===== config.mk =====
export PLATFORM = sky130hd
export DESIGN_NAME = adc_serial_host_port
export DESIGN_NICKNAME = d
export VERILOG_FILES = /design/src/logic/word_fifo.v /design/src/logic/adc_serial_host_port.v
export VERILOG_INCLUDE_DIRS = /design/src /design/src/logic
export SDC_FILE = /design/constraint.sdc
export NUM_CORES = 1
export LEC_CHECK = 0
export BUFFER_PORTS_ARGS = -buffer_cell sky130_fd_sc_hd__buf_2
export CORE_ASPECT_RATIO = 1.25
export CORE_MARGIN = 2
export CORE_UTILIZATION = 45
export CTS_CLUSTER_SIZE = 24
export DETAILED_ROUTE_END_ITERATION = 8
export PLACE_DENSITY = 0.64
export REMOVE_ABC_BUFFERS = 1
export SYNTH_ARGS = -nofsm -noshare
export SYNTH_HDL_FRONTEND = slang
export SYNTH_SLANG_ARGS = --single-unit

===== constraint.sdc =====
create_clock -name clk_in -period 2.2 [get_ports clk_in]
set_input_delay 0.44 -clock clk_in [delete_from_list [all_inputs] [get_ports clk_in]]
set_output_delay 0.44 -clock clk_in [all_outputs]
set_load 0.02 [all_outputs]

===== src/logic/adc_port_regs.vh =====
// Operation
// - After reset the next bits shifted in form a command byte.
// - The command byte picks the register and the direction of the next transfer.
// - Data enters only on the input line, leaves only on the output line.
// - Ready line goes low once a new word sits in the data register.
// - Ready line returns high when a data register read completes.
// - Ready line goes high before the data register is updated.
// - The port takes part in transfers only while select is low.
// - The same data word may be read again after a completed read.
// - Reading the command register returns the ready state in its top bit.
// - When select reasserts during a read, the bit that was on the output is driven again.
// - The reset input returns the serial interface to its initial state.
// - Thirty-two serial clocks with input high return the port to command wait.
// - Recovery by a run of ones clears only interface state; ones that complete a command or a write still take effect.
// - Six registers are reachable, each through a prior command write.
// - No full duplex: output idle during writes, input ignored during reads.
// - Right after the eighth command clock the selected transfer can begin.
// - Registers are 8 bits; data is 16 bits; offset and gain are 24 bits.
`ifndef ADC_PORT_REGS_VH
`define ADC_PORT_REGS_VH
// Command byte layout.
`define CMD_FLAG_BIT 7
`define CMD_SEL_HI 6
`define CMD_SEL_LO 4
`define CMD_READ_BIT 3
`define CMD_STBY_BIT 2
`define CMD_CHAN_HI 1
`define CMD_CHAN_LO 0
// Register select codes.
`define SEL_COMM 3'h0
`define SEL_SETUP 3'h1
`define SEL_CLOCK 3'h2
`define SEL_DATA 3'h3
`define SEL_OFFSET 3'h6
`define SEL_GAIN 3'h7
// Register lengths in bits.
`define LEN_BYTE 5'h08
`define LEN_DATA 5'h10
`define LEN_WIDE 5'h18
// Reset values.
`define RST_COMM 7'h00
`define RST_CHAN 2'h0
`define RST_SETUP 8'h00
`define RST_CLOCK 8'h00
`define RST_DATA 16'h0000
`define RST_OFFSET 24'h800000
`define RST_GAIN 24'h400000
// Run of ones that recovers the interface.
`define ONES_RESET_COUNT 6'h20
`endif


===== src/logic/word_fifo.v =====
`timescale 1ns/1ps
`default_nettype none
module word_fifo #(
   parameter WIDTH = 16,
   parameter DEPTH = 8,
   parameter AW = 3
) (
   // Clock and reset.
   input wire clk_in,
   input wire rstn_in,
   // Fill side.
   input wire [WIDTH-1:0] in_data_in,
   input wire in_valid_in,
   output reg in_ready_out,
   // Drain side.
   output reg [WIDTH-1:0] out_data_out,
   output reg out_valid_out,
   input wire out_ready_in
);
   reg [WIDTH-1:0] mem [0:DEPTH-1];
   reg [AW-1:0] wr_ptr_reg;
   reg [AW-1:0] rd_ptr_reg;
   reg [AW:0] count_reg;
   reg [AW:0] count_next;
   wire push;
   wire pop;

   assign push = in_valid_in && in_ready_out;
   // The output register refills whenever it is empty or being taken.
   assign pop = (count_reg != {(AW+1){1'b0}}) && (!out_valid_out || out_ready_in);

   always @* begin
      count_next = count_reg;
      if (push && !pop) begin
         count_next = count_reg + {{AW{1'b0}}, 1'b1};
      end else if (pop && !push) begin
         count_next = count_reg - {{AW{1'b0}}, 1'b1};
      end
   end

   always @(posedge clk_in) begin
      if (push) begin
         mem[wr_ptr_reg] <= in_data_in;
      end
   end

   always @(posedge clk_in or negedge rstn_in) begin
      if (!rstn_in) begin
         wr_ptr_reg <= {AW{1'b0}};
         rd_ptr_reg <= {AW{1'b0}};
         count_reg <= {(AW+1){1'b0}};
         in_ready_out <= 1'b0;
         out_valid_out <= 1'b0;
         out_data_out <= {WIDTH{1'b0}};
      end else begin
         count_reg <= count_next;
         in_ready_out <= (count_next != DEPTH[AW:0]);
         if (push) begin
            wr_ptr_reg <= (wr_ptr_reg == DEPTH[AW-1:0] - 1'b1) ? {AW{1'b0}} : wr_ptr_reg + 1'b1;
         end
         if (pop) begin
            out_data_out <= mem[rd_ptr_reg];
            out_valid_out <= 1'b1;
            rd_ptr_reg <= (rd_ptr_reg == DEPTH[AW-1:0] - 1'b1) ? {AW{1'b0}} : rd_ptr_reg + 1'b1;
         end else if (out_ready_in) begin
            out_valid_out <= 1'b0;
         end
      end
   end
endmodule
`default_nettype wire


===== src/logic/adc_serial_host_port.v =====
`timescale 1ns/1ps
`default_nettype none
`include "adc_port_regs.vh"
module adc_serial_host_port #(
   parameter FIFO_DEPTH = 8,
   parameter FIFO_AW = 3
) (
   // Clock and reset.
   input wire clk_in,
   input wire rstn_in,
   // Serial pins.
   input wire sclk_in,
   input wire cs_n_in,
   input wire din_in,
   output reg dout_out,
   output reg dout_oe_out,
   output reg data_ready_n_out,
   // Conversion words from the converter core.
   input wire [15:0] conv_word_in,
   input wire conv_valid_in,
   output wire conv_ready_out,
   // Settings towards the converter core.
   output reg [1:0] channel_out,
   output reg standby_out,
   output reg [7:0] setup_out,
   output reg [7:0] clock_out,
   output reg [23:0] offset_out,
   output reg [23:0] gain_out
);
   localparam S_CMD = 2'h0;
   localparam S_WR = 2'h1;
   localparam S_RD = 2'h2;
   localparam U_IDLE = 2'h0;
   localparam U_PREP = 2'h1;
   localparam U_SHOW = 2'h2;

   // Length in bits of the register named by a select code.
   function [4:0] reg_len;
      input [2:0] sel;
      begin
         case (sel)
            `SEL_DATA: reg_len = `LEN_DATA;
            `SEL_OFFSET: reg_len = `LEN_WIDE;
            `SEL_GAIN: reg_len = `LEN_WIDE;
            default: reg_len = `LEN_BYTE;
         endcase
      end
   endfunction

   reg sclk_s1, sclk_s2, sclk_d3;
   reg cs_s1, cs_s2;
   reg din_s1, din_s2;
   reg [1:0] st_reg;
   reg [2:0] sel_reg;
   reg [4:0] bit_cnt_reg;
   reg [5:0] ones_cnt_reg;
   reg [23:0] in_sr_reg;
   reg [23:0] out_sr_reg;
   reg pending_reg;
   reg read_done_reg;
   reg [6:0] comm_reg;
   reg [15:0] data_reg;
   reg [1:0] upd_reg;
   reg [23:0] rd_value;
   wire sclk_rise;
   wire sclk_fall;
   wire cs_act;
   wire [23:0] in_word;
   wire [7:0] cmd_byte;
   wire [4:0] cur_len;
   wire [4:0] cmd_len;
   wire [15:0] fifo_data;
   wire fifo_valid;
   wire fifo_ready;
   wire data_busy;

   // Pins are brought into the clock domain through two flip-flops.
   always @(posedge clk_in or negedge rstn_in) begin
      if (!rstn_in) begin
         sclk_s1 <= 1'b1;
         sclk_s2 <= 1'b1;
         sclk_d3 <= 1'b1;
         cs_s1 <= 1'b1;
         cs_s2 <= 1'b1;
         din_s1 <= 1'b0;
         din_s2 <= 1'b0;
      end else begin
         sclk_s1 <= sclk_in;
         sclk_s2 <= sclk_s1;
         sclk_d3 <= sclk_s2;
         cs_s1 <= cs_n_in;
         cs_s2 <= cs_s1;
         din_s1 <= din_in;
         din_s2 <= din_s1;
      end
   end

   assign sclk_rise = sclk_s2 && !sclk_d3;
   assign sclk_fall = !sclk_s2 && sclk_d3;
   assign cs_act = !cs_s2;
   assign in_word = {in_sr_reg[22:0], din_s2};
   assign cmd_byte = in_word[7:0];
   assign cur_len = reg_len(sel_reg);
   assign cmd_len = reg_len(cmd_byte[`CMD_SEL_HI:`CMD_SEL_LO]);
   assign data_busy = (st_reg == S_RD) && (sel_reg == `SEL_DATA);

   // Value of the register a new read command names, MSB at bit 23.
   always @* begin
      case (cmd_byte[`CMD_SEL_HI:`CMD_SEL_LO])
         `SEL_COMM: rd_value = {data_ready_n_out, cmd_byte[6:0], 16'h0000};
         `SEL_SETUP: rd_value = {setup_out, 16'h0000};
         `SEL_CLOCK: rd_value = {clock_out, 16'h0000};
         `SEL_DATA: rd_value = {data_reg, 8'h00};
         `SEL_OFFSET: rd_value = offset_out;
         `SEL_GAIN: rd_value = gain_out;
         default: rd_value = 24'h000000;
      endcase
   end

   // Serial engine and the registers it writes.
   always @(posedge clk_in or negedge rstn_in) begin
      if (!rstn_in) begin
         st_reg <= S_CMD;
         sel_reg <= `SEL_COMM;
         bit_cnt_reg <= 5'h00;
         ones_cnt_reg <= 6'h00;
         in_sr_reg <= 24'h000000;
         out_sr_reg <= 24'h000000;
         pending_reg <= 1'b0;
         read_done_reg <= 1'b0;
         dout_out <= 1'b0;
         dout_oe_out <= 1'b0;
         comm_reg <= `RST_COMM;
         setup_out <= `RST_SETUP;
         clock_out <= `RST_CLOCK;
         offset_out <= `RST_OFFSET;
         gain_out <= `RST_GAIN;
         channel_out <= `RST_CHAN;
         standby_out <= 1'b0;
      end else begin
         read_done_reg <= 1'b0;
         channel_out <= comm_reg[`CMD_CHAN_HI:`CMD_CHAN_LO];
         standby_out <= comm_reg[`CMD_STBY_BIT];
         // Output only drives during a selected read.
         dout_oe_out <= cs_act && (st_reg == S_RD);
         // The line follows the top of the shift register, so a reselect restores the bit.
         dout_out <= cs_act && (st_reg == S_RD) && out_sr_reg[23];
         if (sclk_rise && cs_act) begin
            if (din_s2 && ones_cnt_reg == `ONES_RESET_COUNT - 6'h01) begin
               // Only the interface state is cleared here.
               st_reg <= S_CMD;
               bit_cnt_reg <= 5'h00;
               ones_cnt_reg <= 6'h00;
               pending_reg <= 1'b0;
            end else begin
               ones_cnt_reg <= din_s2 ? ones_cnt_reg + 6'h01 : 6'h00;
               case (st_reg)
                  S_CMD: begin
                     in_sr_reg <= in_word;
                     bit_cnt_reg <= bit_cnt_reg + 5'h01;
                     if (bit_cnt_reg == 5'h07) begin
                        bit_cnt_reg <= 5'h00;
                        // A byte with its top bit set is not a command.
                        if (!cmd_byte[`CMD_FLAG_BIT]) begin
                           comm_reg <= cmd_byte[6:0];
                           sel_reg <= cmd_byte[`CMD_SEL_HI:`CMD_SEL_LO];
                           if (cmd_byte[`CMD_READ_BIT]) begin
                              st_reg <= S_RD;
                              out_sr_reg <= rd_value;
                              pending_reg <= 1'b0;
                           end else if (cmd_byte[`CMD_SEL_HI:`CMD_SEL_LO] != `SEL_COMM) begin
                              st_reg <= S_WR;
                           end
                        end
                     end
                  end
                  S_WR: begin
                     in_sr_reg <= in_word;
                     bit_cnt_reg <= bit_cnt_reg + 5'h01;
                     if (bit_cnt_reg == cur_len - 5'h01) begin
                        bit_cnt_reg <= 5'h00;
                        st_reg <= S_CMD;
                        case (sel_reg)
                           `SEL_SETUP: setup_out <= in_word[7:0];
                           `SEL_CLOCK: clock_out <= in_word[7:0];
                           `SEL_OFFSET: offset_out <= in_word;
                           `SEL_GAIN: gain_out <= in_word;
                           default: comm_reg <= comm_reg;
                        endcase
                     end
                  end
                  S_RD: begin
                     // Input bits are ignored while reading.
                     bit_cnt_reg <= bit_cnt_reg + 5'h01;
                     pending_reg <= 1'b1;
                     if (bit_cnt_reg == cur_len - 5'h01) begin
                        bit_cnt_reg <= 5'h00;
                        st_reg <= S_CMD;
                        pending_reg <= 1'b0;
                        read_done_reg <= (sel_reg == `SEL_DATA);
                     end
                  end
                  default: st_reg <= S_CMD;
               endcase
            end
         end else if (sclk_fall && cs_act && st_reg == S_RD && pending_reg) begin
            out_sr_reg <= {out_sr_reg[22:0], 1'b0};
            pending_reg <= 1'b0;
         end else if (sclk_rise && !cs_act) begin
            ones_cnt_reg <= ones_cnt_reg;
         end
      end
   end

   word_fifo #(
      .WIDTH(16),
      .DEPTH(FIFO_DEPTH),
      .AW(FIFO_AW)
   ) u_fifo (
      .clk_in(clk_in),
      .rstn_in(rstn_in),
      .in_data_in(conv_word_in),
      .in_valid_in(conv_valid_in),
      .in_ready_out(conv_ready_out),
      .out_data_out(fifo_data),
      .out_valid_out(fifo_valid),
      .out_ready_in(fifo_ready)
   );

   // The drain side stalls while the data register is being read.
   assign fifo_ready = (upd_reg == U_PREP);

   // Output register update sequence.
   always @(posedge clk_in or negedge rstn_in) begin
      if (!rstn_in) begin
         upd_reg <= U_IDLE;
         data_reg <= `RST_DATA;
         data_ready_n_out <= 1'b1;
      end else begin
         case (upd_reg)
            U_IDLE: begin
               if (read_done_reg) begin
                  data_ready_n_out <= 1'b1;
               end
               if (fifo_valid && !data_busy) begin
                  data_ready_n_out <= 1'b1;
                  upd_reg <= U_PREP;
               end
            end
            U_PREP: begin
               data_ready_n_out <= 1'b1;
               data_reg <= fifo_data;
               upd_reg <= U_SHOW;
            end
            U_SHOW: begin
               data_ready_n_out <= 1'b0;
               upd_reg <= U_IDLE;
            end
            default: upd_reg <= U_IDLE;
         endcase
      end
   end
endmodule
`default_nettype wire


==> results of run 1 <==
[cell families after synthesis]
logic type / after synthesis
AND/OR/NAND/NOR: 213
flip-flops: 319
adder cells (fa/ha/maj): 13
buffers and inverters: 64
AO/OA/AOI/OAI: 122
multiplexers: 176
XOR/XNOR: 6
[Yosys cell counts (10+ instances only)]
cell type,instances
sky130_fd_sc_hd__buf_2,11
sky130_fd_sc_hd__ha_1,12
sky130_fd_sc_hd__mux4_2,34
sky130_fd_sc_hd__inv_1,11
sky130_fd_sc_hd__a22o_1,13
sky130_fd_sc_hd__edfxtp_1,128
sky130_fd_sc_hd__dfrtp_1,183
sky130_fd_sc_hd__nand3_1,10
sky130_fd_sc_hd__mux2i_1,32
sky130_fd_sc_hd__nand2_1,102
sky130_fd_sc_hd__clkbuf_1,30
sky130_fd_sc_hd__mux2_2,101
sky130_fd_sc_hd__nor2_1,46
sky130_fd_sc_hd__a21oi_1,25
sky130_fd_sc_hd__o21ai_0,43
[what timing repair did]
item / 4_1_cts / 5_1_grt
hold buffers: 1 / 0
setup buffers: 2 / 2
endpoints found under the setup margin: 43 / 66
pin swaps: 1 / 0
gates resized for setup: 2 / 31
cloned: 1 / 3
endpoints found under the hold margin: 39 / 0
[final timing paths]
path / startpoint / end / slack, ns / cells after the start
min: sclk_in / sclk_s1$_DFF_PN1_ / 0.03 / 1
max reg2reg: sclk_s2$_DFF_PN1_ / offset_out[16]$_DFFE_PN0P_ / -0.07 / 8
min in group asynchronous: rstn_in / st_reg[1]$_DFFE_PN0P_ / 0.42 / 2
max in group asynchronous: rstn_in / offset_out[8]$_DFFE_PN0P_ / 1.10 / 3
min reg2reg: cs_s1$_DFF_PN1_ / cs_s2$_DFF_PN1_ / 0.35 / 0
max: sclk_s2$_DFF_PN1_ / offset_out[16]$_DFFE_PN0P_ / -0.07 / 8
[worst max-delay path, delay by kind of cell, from the launching register on]
family | cells | cell delay (ns)
compound gates | 1 | 0.13
flops | 1 | 0.53
simple gates | 3 | 0.66
buf+inv | 3 | 0.49
mux | 1 | 0.34
[routing by layer]
metal / vias to the layer above / track usage [%]
li1: 3676 / -
met1: 3999 / 24.1
met2: 178 / 32.6
met3: 51 / 3.62
met4: 4 / 4.71
met5: - / 0
[stage by stage]
stage / total power, mW / instance area, um^2 / utilization (%) / cells
after floorplan: 10.4 / 13000 / - / 861
after global placement: 11.8 / 14600 / 50.1 / 1410
after detailed placement: 11.9 / 14600 / 50.1 / 1410
after CTS: 17.6 / 15800 / 54.1 / 1475
after global routing: 18.4 / 16000 / 54.9 / 1480
final: 17.4 / 16000 / 54.9 / 1480
[power breakdown]
part	internal, mW	total [mW]	switching (mW)
sequential	7.11	7.67	0.556
clock	3.39	5.70	2.31
combinational	1.86	4.05	2.19
[final cells by class]
cell class                 count  area [um^2]
inverter                      12         45.0
timing repair buffer         162         1220
clock inverter                16          178
tap                          396          495
sequential                   319         8640
clock buffer                  45          942
fill                        2431        13200
multi-input combinational    530         4490
==> qor.tcl, run 1 <==
set qor(max_stage_delay_ns) 0.53
set qor(worst_hold_path_type) {in -> reg}
set qor(drt_pass1_iterations) 4
set qor(detail_route.wl_per_cell_um) 19.4
set qor(synth_largest_area_cell) {sky130_fd_sc_hd__dfrtp_1}
set qor(start_util_pct) 45.5
set qor(route.layer.met1.wl_um) 11800
set qor(met3WireLength_um) 1420
set qor(setup.worst_path.end_class) {register}
set qor(post-route-period-util_pct) 103
set qor(cp.arrival_ns) 2.65
set qor(smallest_setup_slack_after_layout_ns) -0.0709
set qor(period_minus_slack_ns) 2.27
set qor(largest_register_ff_count) 128
set qor(post_synth_inst_count) 913
set qor(fp.coreArea_um2) 29200
set qor(post_synth_num_cell_types) 64
set qor(tritoncts_num_sinks) 319
set qor(std_cell_rows) 70
set qor(finClkSkew_ns) 0.0185
set qor(synth_top_family_by_area) {multiplexers}
set qor(pre_cts_slack_ns) -0.0372
set qor(port-buffer-count) 92
set qor(detail_route.drc_violations) 0
set qor(clock_tree_from_tritoncts) {done}
set qor(synth-compound-area-share_pct) 5.93
set qor(crit_required_ns) 2.58
set qor(ys.warnings.count) 0
set qor(path_clk_slew_ns) 0.06
set qor(critical_path_cell_by_cell) {or3b_4, a21oi_4, nand2_2, buf_6, nor3_4, buf_4, clkbuf_16, mux2_2}
set qor(design.final.nets) 1093
set qor(antenna_violations_before_repair) 3
set qor(failed_checks) {negative setup slack}
set qor(post_synth_edffs) 128
set qor(clock_latency_ns) 0.51
set qor(die_area_um2) 30900
set qor(avgSynthCellArea_um2) 14.5
set qor(slew_violations) 0
set qor(maximum_fanout_encountered_on_the_critical_timing_path) 9
set qor(cts_buffer_depth) 3
set qor(synthSimpleGateAreaFrac_pct) 7.54
set qor(cts.root.buffer_cell) {sky130_fd_sc_hd__clkbuf_16}
set qor(synth_ff_type) {sky130_fd_sc_hd__dfrtp_1}
set qor(gr-usage-all-layers_pct) 18.7
set qor(ys_ff_latch) 319
set qor(postRouteAntennaNets) 0
set qor(drt_wl_total_um) 28700
set qor(leakage_nw) 6.99
set qor(synth_seq_area_share_pct) 65.1
set qor(setup_tns_ns) -0.773
set qor(crit_path_top_delay_cell) {sky130_fd_sc_hd__dfstp_2}
set qor(synthMuxAreaShare_pct) 17.8
set qor(top_signal_layer_used) {met5}
set qor(numCtsBuffers) 34
set qor(final_hold_vios) 0
set qor(vdd_ir_drop_max_mv) 0.876
set qor(top_level_ports) 93
set qor(die-height_um) 196
set qor(area_growth_pct) 20.6
set qor(grt_overflow) 0
set qor(post_route_cells_drive_above_1_share_pct) 35.1
set qor(place_congestion) 0.777
set qor(grt_pass1_wl_um) 44400
set qor(result_of_the_run) {finished with violations}
set qor(synth.top_cell.area_share_pct) 34.5
set qor(routed-wl-met2_um) 14700
set qor(achievable-frequency_ghz) 0.440
set qor(vias) 7908
set qor(die_x_um) 158
set qor(grt_pass1_vias) 7882
set qor(synthesis.area_um2) 13300
set qor(rsz_0062_raised_after_global_routing) {yes}
set qor(powerDensity_nw_per_um2) 1090
set qor(xor_and_xnor_area_share_after_synthesis_pct) 0.396
set qor(drt_first_iter_violations) 574
set qor(antenna_cells) 0
set qor(synth_adder_area_share_pct) 1.21
set qor(slew_worst_pin_ns) 0.565
set qor(cts.htree.levels) 2
set qor(layout_commonest_cell) {sky130_fd_sc_hd__dfrtp_1}
set qor(synth_top_cells_by_area) {sky130_fd_sc_hd__dfrtp_1 (35%), sky130_fd_sc_hd__edfxtp_1 (29%), sky130_fd_sc_hd__mux2_2 (8.6%)}
set qor(synth_async_sr_flop_share_pct) 59.9
set qor(grt_max_degree) 62
set qor(timing.hold.ws_ns) 0.0273
set qor(drv_cap) 0
set qor(setup_viol_count_final) 30
set qor(critPathLaunchType) {register}
set qor(worst_slew_slack_as_a_fraction_of_its_limit_pct) 62.0
set qor(final_cell_mix) {sky130_fd_sc_hd__dfrtp_1 (181), sky130_fd_sc_hd__edfxtp_1 (128), sky130_fd_sc_hd__nand2_1 (102)}
set qor(post-dp-hpwl_um) 18100
set qor(critPathKind) {reg -> reg}
set qor(via_density) 5.34
set qor(top_register) {u_fifo.mem}
(Power assumes the default switching activity.)
==> run 2: changes to the inputs <==
--- a/config.mk
+++ b/config.mk
@@ -12,8 +12,9 @@
 export CORE_UTILIZATION = 45
 export CTS_CLUSTER_SIZE = 24
 export DETAILED_ROUTE_END_ITERATION = 8
-export PLACE_DENSITY = 0.64
+export PLACE_DENSITY = 0.7
 export REMOVE_ABC_BUFFERS = 1
+export SKIP_CTS_REPAIR_TIMING = 1
 export SYNTH_ARGS = -nofsm -noshare
 export SYNTH_HDL_FRONTEND = slang
 export SYNTH_SLANG_ARGS = --single-unit
==> constraint.sdc (replaced) <==
create_clock -name clk_in -period 2.7 [get_ports clk_in]
set_input_delay 0.54 -clock clk_in [delete_from_list [all_inputs] [get_ports clk_in]]
set_output_delay 0.54 -clock clk_in [all_outputs]
set_load 0.02 [all_outputs]
==> qor.tcl, run 2 (synthesis gave the netlist of run 1 again) <==
set qor(worst-r2r-setup-slack_ns) 0.22 ;# +0.29 ns
set qor(die-height_um) 196 ;# unchanged
set qor(port-buffer-count) 92 ;# unchanged
set qor(die_x_um) 158 ;# unchanged
set qor(critPathKind) {reg -> reg}
set qor(setup_viol_count_final) 0 ;# -100%
set qor(postRouteAntennaNets) 0 ;# unchanged
set qor(grt_max_degree) 61 ;# -1.6%
set qor(seq_power_share_pct) 45.5 ;# +1.5 points
set qor(drt_pass1_iterations) 4 ;# unchanged
set qor(slew_violations) 0 ;# unchanged
set qor(achievable-frequency_ghz) 0.403 ;# -8.4%
set qor(grt_overflow) 0 ;# unchanged
set qor(grt_pass1_wl_um) 42700 ;# -4.0%
set qor(top_level_ports) 93 ;# unchanged
set qor(cts_buffer_depth) 3 ;# unchanged
set qor(via_density) 5.37 ;# +0.57%
set qor(max_stage_delay_ns) 0.91 ;# +0.38 ns
set qor(drt_wl_total_um) 27100 ;# -5.6%
set qor(largest_register_ff_count) 128 ;# unchanged
set qor(leakage_nw) 6.71 ;# -3.9%
set qor(worst_r2r_startpoint) {ones_cnt_reg[0]$_DFFE_PN0N_}
set qor(cts.htree.levels) 1 ;# -1
set qor(post_dp_cell_area_um2) 14400 ;# -1.6%
set qor(start_util_pct) 45.5 ;# unchanged
set qor(tritoncts_num_sinks) 319 ;# unchanged
set qor(intPower_mw) 9.85 ;# -20%
set qor(std_cell_rows) 70 ;# unchanged
set qor(critical_path_cell_by_cell) {ha_1, and3b_1, a21oi_4, buf_4, a31oi_2, o21ai_0}
set qor(grt_pass1_vias) 7802 ;# -1.0%
set qor(hold_path_depth) 1 ;# unchanged
set qor(crit_required_ns) 3.07 ;# +0.49 ns
set qor(post-dp-hpwl_um) 17400 ;# -3.7%
set qor(area_growth_pct) 16.4
set qor(placed_cells) 1388 ;# -1.6%
set qor(path_clk_slew_ns) 0.06 ;# about the same
set qor(rsz_0062_raised_after_global_routing) {no}
set qor(comb_power_share_pct) 22.8 ;# -0.5 points
set qor(detail_route.drc_violations) 0 ;# unchanged
set qor(worst_r2r_endpoint) {out_sr_reg[17]$_DFFE_PN0P_}
set qor(place_congestion) 0.815 ;# +4.8%
set qor(layout.cells.non_filler) 1447 ;# -2.2%
set qor(fillers) 2419 ;# -0.49%
set qor(setup.worst_path.end_class) {register}
set qor(post-route-period-util_pct) 91.8 ;# -11 points
set qor(p_clk_share_pct) 31.7 ;# -1.0 points
set qor(powerDensity_nw_per_um2) 899 ;# -17%
set qor(final_area_um2) 15400 ;# -3.5%
set qor(cp.arrival_ns) 2.85 ;# +0.20 ns
set qor(netSwitchingFraction_pct) 29.0 ;# about the same
set qor(cts.root.buffer_cell) {sky130_fd_sc_hd__clkbuf_16}
set qor(detail_route.wl_per_cell_um) 18.7 ;# -3.4%
set qor(clock_tree_from_tritoncts) {done}
set qor(finClkSkew_ns) 0.0133 ;# -0.00517 ns
set qor(period_minus_slack_ns) 2.48 ;# +0.209 ns
set qor(totalPowerFinal_mw) 13.9 ;# -20%
set qor(worst-r2r-cell-count) 6 ;# -2
set qor(critPathLaunchType) {register}
set qor(gr-usage-all-layers_pct) 17.6 ;# -1.1 points
set qor(final_hold_vios) 0 ;# unchanged
set qor(top_register) {u_fifo.mem}
set qor(vias) 7776 ;# -1.7%
set qor(antenna_violations_before_repair) 2 ;# -1
set qor(result_of_the_run) {finished clean}
set qor(final_core_util_pct) 53.0 ;# -1.9 points
set qor(worst_slew_slack_as_a_fraction_of_its_limit_pct) 24.2 ;# -38 points
set qor(vdd_ir_drop_max_mv) 0.537 ;# -39%
set qor(drt_first_iter_violations) 406 ;# -29%
set qor(clock_latency_ns) 0.55 ;# +0.04 ns
set qor(fp.coreArea_um2) 29200 ;# unchanged
set qor(final_cell_mix) {sky130_fd_sc_hd__dfrtp_1 (181), sky130_fd_sc_hd__edfxtp_1 (128), sky130_fd_sc_hd__nand2_1 (102)}
set qor(hold_path_startpoint) {sclk_in}
set qor(post_route_cells_drive_above_1_share_pct) 32.6 ;# -2.6 points
set qor(worst_hold_path_type) {in -> reg}
set qor(slew_worst_pin_ns) 1.13 ;# +0.569 ns
set qor(maximum_fanout_encountered_on_the_critical_timing_path) 23 ;# +14
set qor(drv_cap) 0 ;# unchanged
set qor(die_area_um2) 30900 ;# unchanged
set qor(numCtsBuffers) 31 ;# -8.8%
set qor(power.net_switching_mw) 4.03 ;# -20%
set qor(design.final.nets) 1060 ;# -3.0%
set qor(crit_path_top_delay_cell) {sky130_fd_sc_hd__a31oi_2}
set qor(layout_commonest_cell) {sky130_fd_sc_hd__dfrtp_1}
set qor(worst_hold_path.endpoint) {sclk_s1$_DFF_PN1_}
==> run 2: changes by cell type in the layout (fill, tap and decap cells not counted), sizes merged <==
cell	delta
clkinv	+3
clkinvlp	+2
diode	+1
inv	-1
clkbuf	-13
bufinv	+2
buf	-27
==> run 2: cell type report <==
class                   count  area [um^2]  area share (%)
diodes                      1         2.50          0.0162
clock buffers              35          801            5.19
clock inverters            22          244            1.58
inverters                  12         45.0           0.292
multi-input cells         530         4390            28.4
flip-flops and latches    319         8640            55.9
well taps                 396          495            3.21
repair buffers            132          835            5.40
==> run 2: power groups by stage <==
stage	sequential [mW]	combinational (mW)	clock (mW)
after floorplan	6.55	1.90	0
after global routing	6.40	3.51	4.71
after global placement	6.37	3.14	0
after detailed placement	6.40	3.21	0
after CTS	6.31	3.24	4.51
final	6.31	3.17	4.40
==> run 2: per-stage QoR <==
step | hold WS, ns | setup slack [ns] | setup TNS (ns)
floorplan | 0.244 | -0.190 | -11.19
CTS | -0.0568 | 0.222 | 0
detailed placement | 0.357 | 0.284 | 0
finish | 0.0946 | 0.220 | 0
global route | 0.0636 | 0.00554 | 0
global placement | 0.357 | 0.303 | 0
==> run 2: worst max-delay path by stage <==
stage | from | depth (start not counted) | endpoint
2_1_floorplan | sclk_s2$_DFF_PN1_ | 5 | gain_out[4]$_DFFE_PN0P_
3_3_place_gp | sclk_s2$_DFF_PN1_ | 5 | clock_out[2]$_DFFE_PN0P_
3_5_place_dp | sclk_s2$_DFF_PN1_ | 5 | clock_out[5]$_DFFE_PN0P_
4_1_cts | ones_cnt_reg[0]$_DFFE_PN0N_ | 6 | out_sr_reg[17]$_DFFE_PN0P_
5_1_grt | ones_cnt_reg[0]$_DFFE_PN0N_ | 6 | out_sr_reg[17]$_DFFE_PN0P_
6_report | ones_cnt_reg[0]$_DFFE_PN0N_ | 6 | out_sr_reg[17]$_DFFE_PN0P_
==> run 2: routing by layer <==
layer  wire length [um]  part of all wire [%]  up-vias  global-route usage [%]
met1              11300                    42     3962                    22.7
li1                   -                     -     3594                       -
met2              13800                    51      175                    30.8
met5                 11                 0.041        -                       0
met4                665                   2.5        2                    5.19
met3               1290                   4.7       43                    2.67
==> run 2: critical path, delay by kind of cell (launching register included) <==
family          cells  cell delay [ns]
compound gates      3             1.23
fa+ha+maj           1             0.22
buf+inv             1             0.17
flops               1             0.40
simple gates        1             0.26
